<file path="src/fcg_pkg.sv">
// flash command gate package: register map, fields, codes, states
// assumes a 32-bit apb slave with word-aligned registers
package fcg_pkg;

  // register byte offsets
  localparam logic [7:0] FCG_STAT_OFS   = 8'h00;
  localparam logic [7:0] FCG_PARAM0_OFS = 8'h04;
  localparam logic [7:0] FCG_PARAM1_OFS = 8'h08;
  localparam logic [7:0] FCG_CFG_OFS    = 8'h0C;

  // status bit positions
  localparam int FCG_CMD_COMPLETE_FLAG_BIT   = 7;
  localparam int FCG_RDCOL_BIT  = 6;
  localparam int FCG_ACC_BIT    = 5;
  localparam int FCG_PVIOL_BIT  = 4;
  localparam int FCG_VFAIL_BIT  = 0;

  // config bit positions
  localparam int FCG_SPECIAL_BIT = 0;
  localparam int FCG_SECURE_BIT  = 1;
  localparam int FCG_MASS_ERASE_ENABLE_FIELD_LSB    = 2;

  localparam logic [1:0] FCG_MASS_ERASE_ENABLE_FIELD_DISABLE = 2'h2;

  // command codes
  localparam logic [7:0] FCG_CMD_READ_ONES_SECTION_CMD = 8'h01;
  localparam logic [7:0] FCG_CMD_PGMCHK = 8'h02;
  localparam logic [7:0] FCG_CMD_RDRSRC = 8'h03;
  localparam logic [7:0] FCG_CMD_PGM4   = 8'h06;
  localparam logic [7:0] FCG_CMD_ERSSCR = 8'h09;
  localparam logic [7:0] FCG_CMD_RD1ALL = 8'h40;
  localparam logic [7:0] FCG_CMD_RDONCE = 8'h41;
  localparam logic [7:0] FCG_CMD_PGMONC = 8'h43;
  localparam logic [7:0] FCG_CMD_ERSALL = 8'h44;
  localparam logic [7:0] FCG_CMD_VFYKEY = 8'h45;
  localparam logic [7:0] FCG_CMD_ERSALU = 8'h49;

  // margin choices
  localparam logic [7:0] FCG_MRG_NORMAL  = 8'h00;
  localparam logic [7:0] FCG_MRG_USER    = 8'h01;
  localparam logic [7:0] FCG_MRG_FACTORY = 8'h02;

  // reset values
  localparam logic [31:0] FCG_CFG_RST = 32'h0000_0000;

  typedef enum logic [1:0] {
    FCG_IDLE  = 2'b00,
    FCG_CHECK = 2'b01,
    FCG_READ  = 2'b10,
    FCG_DONE  = 2'b11
  } fcg_state_e;

  typedef struct packed {
    logic [23:0] addr;
    logic [23:0] last;
    logic        req;
  } fcg_rd_s;

endpackage

</file>
<file path="src/fcg_perm.sv">
// flash command gate: mode and security permission decode
// assumes a pure combinational use from the command gate top
`timescale 1ns/1ps
module fcg_perm
  import fcg_pkg::*;
(
  input  wire logic [7:0] cmd_code,
  input  wire logic       special,
  input  wire logic       secure,
  input  wire logic [1:0] mass_erase_enable_field,
  output logic            known,
  output logic            allowed
);

  wire known_w = (cmd_code == FCG_CMD_READ_ONES_SECTION_CMD) || (cmd_code == FCG_CMD_PGMCHK)
              || (cmd_code == FCG_CMD_RDRSRC) || (cmd_code == FCG_CMD_PGM4)
              || (cmd_code == FCG_CMD_ERSSCR) || (cmd_code == FCG_CMD_RD1ALL)
              || (cmd_code == FCG_CMD_RDONCE) || (cmd_code == FCG_CMD_PGMONC)
              || (cmd_code == FCG_CMD_ERSALL) || (cmd_code == FCG_CMD_VFYKEY)
              || (cmd_code == FCG_CMD_ERSALU);
  wire sec_ok  = (cmd_code == FCG_CMD_RD1ALL) || (cmd_code == FCG_CMD_ERSALL)
              || (cmd_code == FCG_CMD_ERSALU);
  wire mass_erase_enable_field_off = (mass_erase_enable_field == FCG_MASS_ERASE_ENABLE_FIELD_DISABLE);

  assign known = known_w;
  assign allowed = known_w && (!special
                   || (!mass_erase_enable_field_off && (!secure || sec_ok)));

endmodule

</file>
<file path="src/fcg_top.sv">
// flash command gate top: apb registers, command checks, read-ones section
// assumes a flash array read port answering one cycle after a request
// Contract
// - normal mode accepts every defined code in all security states
// - special mode: unsecure all, secure only 40/44/49, mass_erase_enable_field off none
// - disallowed command sets access error and does not execute
// - read-ones section takes a margin choice for its reads
// - margin applied only during the command; else normal level
// - unrecognised code sets access error and aborts
// - bad parameter byte sets access error and aborts
// - read during command may return bad data, sets collision flag
// - param layout: code, address 3 bytes, count 2 bytes, margin
// - unaligned start address sets access error
// - invalid flash address sets access error
// - margin 00 normal, 01 user, 02 factory
// - undefined margin code sets access error
// - section crossing block boundary sets access error
// - zero longword count sets access error
// - read every longword at margin, verify fail if not all ones
// - complete flag sets at finish, pass or fail
// - writing 1 to complete flag launches; stays 0 until done; no launch here while access error or violation flag is set
// - parameter writes ignored while complete flag is 0
// - failed checks skip execution and set complete flag
// - verify failure only evaluated after all errors pass
//
// Chosen here: the register addresses and the APB register port.
`timescale 1ns/1ps
module fcg_top
  import fcg_pkg::*;
#(
  parameter int ADDR_W  = 24,
  parameter int FLASH_B = 32768,
  parameter int BLOCK_B = 32768
)(
  input  wire logic        pclk,
  input  wire logic        presetn,
  input  wire logic        psel,
  input  wire logic        penable,
  input  wire logic        pwrite,
  input  wire logic [7:0]  paddr,
  input  wire logic [31:0] pwdata,
  output logic      [31:0] prdata,
  output logic             pready,
  output logic             pslverr,
  output logic      [23:0] flash_addr,
  output logic             flash_req,
  output logic       [1:0] flash_margin,
  input  wire logic [31:0] flash_rdata,
  input  wire logic        cpu_read
);

  initial begin
    if (ADDR_W != 24 || BLOCK_B > FLASH_B || BLOCK_B < 4)
      $error("fcg_top: unsupported geometry");
  end

  localparam logic [24:0] FLASH_END = 25'(FLASH_B);
  localparam logic [24:0] BLOCK_MSK = 25'(BLOCK_B - 1);

  fcg_state_e  st_q, st_d;
  logic        cmd_complete_flag_q, acc_q, pviol_q, rdcol_q, vfail_q;
  logic [63:0] param_q;
  logic [31:0] cfg_q;
  logic [23:0] addr_q, last_q;
  logic  [1:0] margin_q;
  logic        pend_q;
  logic        iss_done_q;
  fcg_rd_s     rd;

  // apb decode
  wire wr_en    = psel && penable && pwrite;
  wire hit_stat = (paddr == FCG_STAT_OFS);
  wire hit_p0   = (paddr == FCG_PARAM0_OFS);
  wire hit_p1   = (paddr == FCG_PARAM1_OFS);
  wire hit_cfg  = (paddr == FCG_CFG_OFS);
  wire hit_any  = hit_stat || hit_p0 || hit_p1 || hit_cfg;

  assign pready  = 1'b1;
  assign pslverr = psel && penable && !hit_any;

  wire [31:0] stat_w = {24'h000000, cmd_complete_flag_q, rdcol_q, acc_q, pviol_q,
                        3'h0, vfail_q};
  assign prdata = hit_stat ? stat_w
                : hit_p0   ? param_q[63:32]
                : hit_p1   ? param_q[31:0]
                : hit_cfg  ? cfg_q
                : 32'h0000_0000;

  wire [7:0]  cmd_code = param_q[63:56];
  wire [23:0] start_a  = param_q[55:32];
  wire [15:0] lw_cnt   = param_q[31:16];
  wire [7:0]  mrg_byte = param_q[15:8];

  wire special = cfg_q[FCG_SPECIAL_BIT];
  wire secure  = cfg_q[FCG_SECURE_BIT];
  wire [1:0] mass_erase_enable_field = cfg_q[FCG_MASS_ERASE_ENABLE_FIELD_LSB +: 2];

  logic known, allowed;
  fcg_perm i_fcg_perm (
    .cmd_code (cmd_code),
    .special  (special),
    .secure   (secure),
    .mass_erase_enable_field     (mass_erase_enable_field),
    .known    (known),
    .allowed  (allowed)
  );

  wire w1_cmd_complete_flag = wr_en && hit_stat && pwdata[FCG_CMD_COMPLETE_FLAG_BIT];
  wire launch  = w1_cmd_complete_flag && cmd_complete_flag_q && !acc_q && !pviol_q;

  // section end = start + 4*count - 4
  wire [24:0] sec_len = {7'h00, lw_cnt, 2'b00};
  wire [24:0] sec_end = {1'b0, start_a} + sec_len - 25'h0000004;
  wire [24:0] blk_s   = {1'b0, start_a} & ~BLOCK_MSK;
  wire [24:0] blk_e   = sec_end & ~BLOCK_MSK;

  wire bad_align = (start_a[1:0] != 2'b00);
  wire bad_addr  = ({1'b0, start_a} >= FLASH_END);
  wire bad_mrg   = (mrg_byte > FCG_MRG_FACTORY);
  wire bad_cnt   = (lw_cnt == 16'h0000);
  wire bad_blk   = !bad_cnt && (blk_s != blk_e);

  wire is_read_ones_section_cmd = (cmd_code == FCG_CMD_READ_ONES_SECTION_CMD);
  wire param_err = is_read_ones_section_cmd &&
                   (bad_align || bad_addr || bad_mrg || bad_cnt || bad_blk);
  wire chk_err = !known || !allowed || param_err;

  always_comb begin
    st_d = st_q;
    case (st_q)
      FCG_IDLE:  if (launch) st_d = FCG_CHECK;
      FCG_CHECK: st_d = (chk_err || !is_read_ones_section_cmd) ? FCG_DONE : FCG_READ;
      // last data word is checked in the cycle after the last request
      FCG_READ:  if (iss_done_q) st_d = FCG_DONE;
      FCG_DONE:  st_d = FCG_IDLE;
      default:   st_d = FCG_IDLE;
    endcase
  end

  assign rd.req  = (st_q == FCG_READ) && !iss_done_q;
  assign rd.addr = addr_q;
  assign rd.last = last_q;
  assign flash_req  = rd.req;
  assign flash_addr = rd.addr;
  assign flash_margin = rd.req ? margin_q : 2'b00;

  always_ff @(posedge pclk or negedge presetn) begin
    if (!presetn) begin
      st_q <= FCG_IDLE;
    end else begin
      st_q <= st_d;
    end
  end

  always_ff @(posedge pclk or negedge presetn) begin
    if (!presetn) begin
      param_q <= 64'h0000_0000_0000_0000;
      cfg_q   <= FCG_CFG_RST;
    end else begin
      if (wr_en && hit_p0 && cmd_complete_flag_q)
        param_q[63:32] <= pwdata;
      if (wr_en && hit_p1 && cmd_complete_flag_q)
        param_q[31:0] <= pwdata;
      if (wr_en && hit_cfg)
        cfg_q <= pwdata;
    end
  end

  always_ff @(posedge pclk or negedge presetn) begin
    if (!presetn) begin
      addr_q   <= 24'h000000;
      last_q   <= 24'h000000;
      margin_q <= 2'b00;
      pend_q   <= 1'b0;
      iss_done_q <= 1'b0;
    end else begin
      if (st_q == FCG_CHECK) begin
        addr_q   <= start_a;
        last_q   <= sec_end[23:0];
        margin_q <= mrg_byte[1:0];
        pend_q   <= 1'b0;
        iss_done_q <= 1'b0;
      end else if (st_q == FCG_READ) begin
        pend_q <= rd.req;
        if (rd.req) begin
          if (addr_q == last_q)
            iss_done_q <= 1'b1;
          else
            addr_q <= addr_q + 24'h000004;
        end
      end else begin
        pend_q <= 1'b0;
      end
    end
  end

  // data of request at addr_q arrives while pend_q
  wire rd_fail = (st_q == FCG_READ) && pend_q &&
                 (flash_rdata != 32'hFFFF_FFFF);

  // status flags; hardware set wins over software clear
  always_ff @(posedge pclk or negedge presetn) begin
    if (!presetn) begin
      cmd_complete_flag_q  <= 1'b1;
      acc_q   <= 1'b0;
      pviol_q <= 1'b0;
      rdcol_q <= 1'b0;
      vfail_q <= 1'b0;
    end else begin
      if (st_q == FCG_DONE)
        cmd_complete_flag_q <= 1'b1;
      else if (launch)
        cmd_complete_flag_q <= 1'b0;
      if (st_q == FCG_CHECK && chk_err)
        acc_q <= 1'b1;
      else if (wr_en && hit_stat && pwdata[FCG_ACC_BIT])
        acc_q <= 1'b0;
      if (wr_en && hit_stat && pwdata[FCG_PVIOL_BIT])
        pviol_q <= 1'b0;
      if (cpu_read && !cmd_complete_flag_q)
        rdcol_q <= 1'b1;
      else if (wr_en && hit_stat && pwdata[FCG_RDCOL_BIT])
        rdcol_q <= 1'b0;
      if (rd_fail)
        vfail_q <= 1'b1;
      else if (launch)
        vfail_q <= 1'b0;
    end
  end

endmodule

</file>
<file path="config.mk">
export PLATFORM = sky130hd
export DESIGN_NAME = fcg_top
export DESIGN_NICKNAME = d
export VERILOG_FILES = /design/src/fcg_pkg.sv /design/src/fcg_perm.sv /design/src/fcg_top.sv
export SDC_FILE = /design/constraint.sdc
export NUM_CORES = 1
export LEC_CHECK = 0
export ABC_AREA = 1
export BUFFER_PORTS_ARGS = -buffer_cell sky130_fd_sc_hd__buf_4
export CAP_MARGIN = 20
export CORE_UTILIZATION = 55
export CTS_CLUSTER_SIZE = 16
export DETAILED_ROUTE_END_ITERATION = 12
export PLACE_DENSITY = 0.81
export SETUP_SLACK_MARGIN = 0.5
export SLEW_MARGIN = 5
export SYNTH_ARGS = -nofsm -noshare
export SYNTH_HDL_FRONTEND = slang
export SYNTH_HIERARCHICAL = 1
export SYNTH_SLANG_ARGS = --single-unit
export TNS_END_PERCENT = 5
</file>
<file path="constraint.sdc">
create_clock -name pclk -period 3.05 [get_ports pclk]
set_clock_uncertainty 0.2 [all_clocks]
set_input_delay 0.61 -clock pclk [delete_from_list [all_inputs] [get_ports pclk]]
set_output_delay 0.61 -clock pclk [all_outputs]
set_load 0.005 [all_outputs]
</file>
==> results.json <==
{
  "synth_area_per_cell_um2": 7.470,
  "dr.pass1.iters": 6,
  "insertion_delay_ps": 430,
  "wl_met3_um": 2921,
  "holdWs_ps": 209.0,
  "grtUsageTotal_pct": 34.79,
  "hold_end": "rdcol_q",
  "grt_max_degree": 65,
  "start_kind": "input pin",
  "post-place-ws_ps": -130.0,
  "synth_ff_type": "dfrtp_1",
  "fin_ws_ps": 78.31,
  "period_share_pct": 97.43,
  "finalHoldViolCount": 0,
  "yosysSeqAreaShare_pct": 39.03,
  "syn_area_um2": 9876,
  "synthDistinctLibCells": 59,
  "switching_share_pct": 39.03,
  "critPathRequiredTime_ps": 2240,
  "end_kind": "output pin",
  "holdCritStartpoint": "cpu_read",
  "timing.fmax_mhz": 336.5,
  "placed_area_um2": 11860,
  "rr_endpoint": "st_q[0]",
  "vias": 10440,
  "drc": 0,
  "drt_wl_total_um": 32940,
  "rr_startpoint": "param_q[35]",
  "core-area_um2": 17420,
  "setup_viol": 0,
  "register_area_um2": 3864,
  "wire_per_inst_um": 18.15,
  "cts_tree": "yes",
  "slew_viol_final": 0,
  "yosys_warnings": 6,
  "num_antenna_cells": 0,
  "drt_iter0_drc": 905,
  "status": "finished, final reports clean",
  "die_h_um": 136,
  "clockBufferDepth": 2,
  "htree_num_levels": 4,
  "relSlewSlack_pct": 46.79,
  "rr_worst_depth": 19,
  "synthCells": 1322,
  "r2r_setup_slack_ps": 80,
  "multi_input_area_um2": 5822,
  "final_area_um2": 13560,
  "root_buffer": "clkbuf_16",
  "placementRows": 48,
  "ys_top_cells_by_count": "360 x nand2_1, 205 x inv_1, 153 x dfrtp_1",
  "cap_violations": 0,
  "synth_edf_count": 0,
  "drive_gt1_share_pct": 34.97,
  "fin_util_pct": 77.88,
  "worstMarginPinSlew_ps": 790.8,
  "power_density_nw_per_um2": 609.3,
  "synth_area_leaders": "dfrtp_1 39%, nand2_1 14%, inv_1 7.8%, ha_1 6.1%, o21ai_0 4.4%",
  "clockPowerShare_pct": 25.9,
  "worstPathArrival_ps": 2160,
  "post_drt_via_cell_ratio": 5.752,
  "initial_utilization_pct": 56.70,
  "clock-sinks": 154,
  "antenna_left": 0,
  "ys_seq_elements": 154,
  "ys_async_sr_fraction_pct": 100.0,
  "layout_min_cycle_time_ps": 2972,
  "setup_tns_ps": 0,
  "nets": 1705,
  "share_comb_of_total_power_pct": 39.9,
  "vdd_drop_max_uv": 798.7,
  "syn_nets": 1449,
  "dieWidth_um": 136,
  "rsz0062_at_grt": "yes",
  "top_layer_used": "met4",
  "yosys.area.top_type_share_pct": 38.77,
  "detailedPlacementHpwl_um": 23550,
  "synthToLayoutAreaGrowth_pct": 37.35,
  "power_switching_mw": 3.226,
  "antenna_found_initial": 0,
  "leakage_nw": 6.726,
  "portBuffers": 137,
  "boundaryPins": 139,
  "yosysMostFrequentCell": "nand2_1",
  "synth_largest_area_cell": "dfrtp_1",
  "finalWeightedCongestion": 0.9310,
  "grt_pass1_wl_um": 48670,
  "grt-ovfl-total": 0,
  "wl_met2_um": 15540,
  "p_total_mw": 8.265,
  "numCtsBuffers": 17,
  "cts.reportedPaths.clkPinSlew_ps": 70,
  "dp.cells": 1749,
  "intPower_mw": 5.039,
  "crit_fanout": 23,
  "power_frac_seq_pct": 34.2,
  "crit_type": "input pin to output pin",
  "n_fill_cell": 1199,
  "min_path_type": "input pin to flop",
  "drt-met1-wl_um": 13180,
  "grt_pass1_vias": 9416,
  "finalNonFillerCells": 1815,
  "dieArea_um2": 18500,
  "whs_path_depth": 3
}
## area by class of cell
cell class	instances	area share, %
Multi-Input combinational cell	908	42.92
Sequential cell	154	28.48
Timing Repair Buffer	279	15.99
Inverter	218	6.162
Clock buffer	20	3.367
Tap cell	225	2.075
Clock inverter	11	1.005
## worst max-delay path by stage
stage / startpoint / end / slack, ps
5_1_grt: paddr[6] / prdata[10] / -40
2_1_floorplan: paddr[6] / prdata[22] / 380
3_5_place_dp: param_q[35] / st_q[0] / -130
3_3_place_gp: param_q[35] / st_q[0] / -110
6_report: paddr[6] / prdata[10] / 80
4_1_cts: paddr[6] / prdata[10] / 90
## per-layer routing
metal | GRT usage [%] | vias to the layer above
li1 | - | 4805
met1 | 46.31 | 4916
met2 | 56.20 | 609
met3 | 5.593 | 110
met4 | 14.38 | 0
met5 | 0 | -
## cell families (layout without fill, tap and decap cells)
family          count (synthesis)  count (layout)  share of synthesized area (%)
compound gates                250             250                          14.90
xor+xnor                       40              40                          3.624
fa+ha+maj                      49              49                          6.284
buf+inv                       260             528                          10.40
flops                         154             154                          39.03
other cells                     1               1                        0.03797
simple gates                  568             568                          25.72
## power groups by stage
stage | Clock, mW | Sequential (mW) | Combinational (mW)
finish | 2.14 | 2.83 | 3.30
detailed placement | 0 | 2.80 | 2.67
floorplan | 0 | 2.69 | 1.89
global route | 2.23 | 2.87 | 3.60
CTS | 2.14 | 2.77 | 2.85
global placement | 0 | 2.79 | 2.58
## what timing repair did
action,in CTS,in global routing
hold endpoints to repair,47,0
resized for setup,105,130
endpoints found under the setup margin,53,62
hold buffers,1,0
buffers inserted,20,14
gates cloned,0,0
pin swaps,35,67
## cell usage in the layout (no fill, tap or decap), drive strengths merged, types with 2 or more instances in the layout
cell | netlist | layout
nor3 | 14 | 14
a31oi | 9 | 9
dfrtp | 153 | 153
a221o | 2 | 2
nor4 | 10 | 10
a21oi | 32 | 32
nand3 | 55 | 55
nand3b | 2 | 2
o21ai | 155 | 155
xor2 | 19 | 19
xnor2 | 21 | 21
o211ai | 20 | 20
a221oi | 3 | 3
o221ai | 13 | 13
clkbuf | 21 | 20
bufinv | 0 | 2
nand2 | 363 | 363
inv | 217 | 221
ha | 48 | 48
nor2 | 85 | 85
buf | 21 | 278
o21bai | 2 | 2
clkinvlp | 0 | 2
o311ai | 2 | 2
nand4 | 28 | 28
o22ai | 5 | 5
or2 | 7 | 7
a211oi | 2 | 2
and2 | 3 | 3
clkinv | 1 | 4
## critical path, cell delays in order
cell	delay, ps
buf_4	120
nor4_4	270
inv_2	110
nor3_2	130
inv_2	80
nor2_4	120
buf_12	180
nand2_1	70
o211ai_1	80
o211ai_1	180
inv_1	90
buf_4	110
## sequential cells by signal, summed over array words and instances (netlist names)
signal / count
flash_addr: 24
st_q: 2
margin_q: 2
cfg_q: 32
acc_q: 1
last_q: 24
rdcol_q: 1
cmd_complete_flag_q: 1
vfail_q: 1
iss_done_q: 1
pend_q: 1
param_q: 64
(Power assumes the default switching activity.)
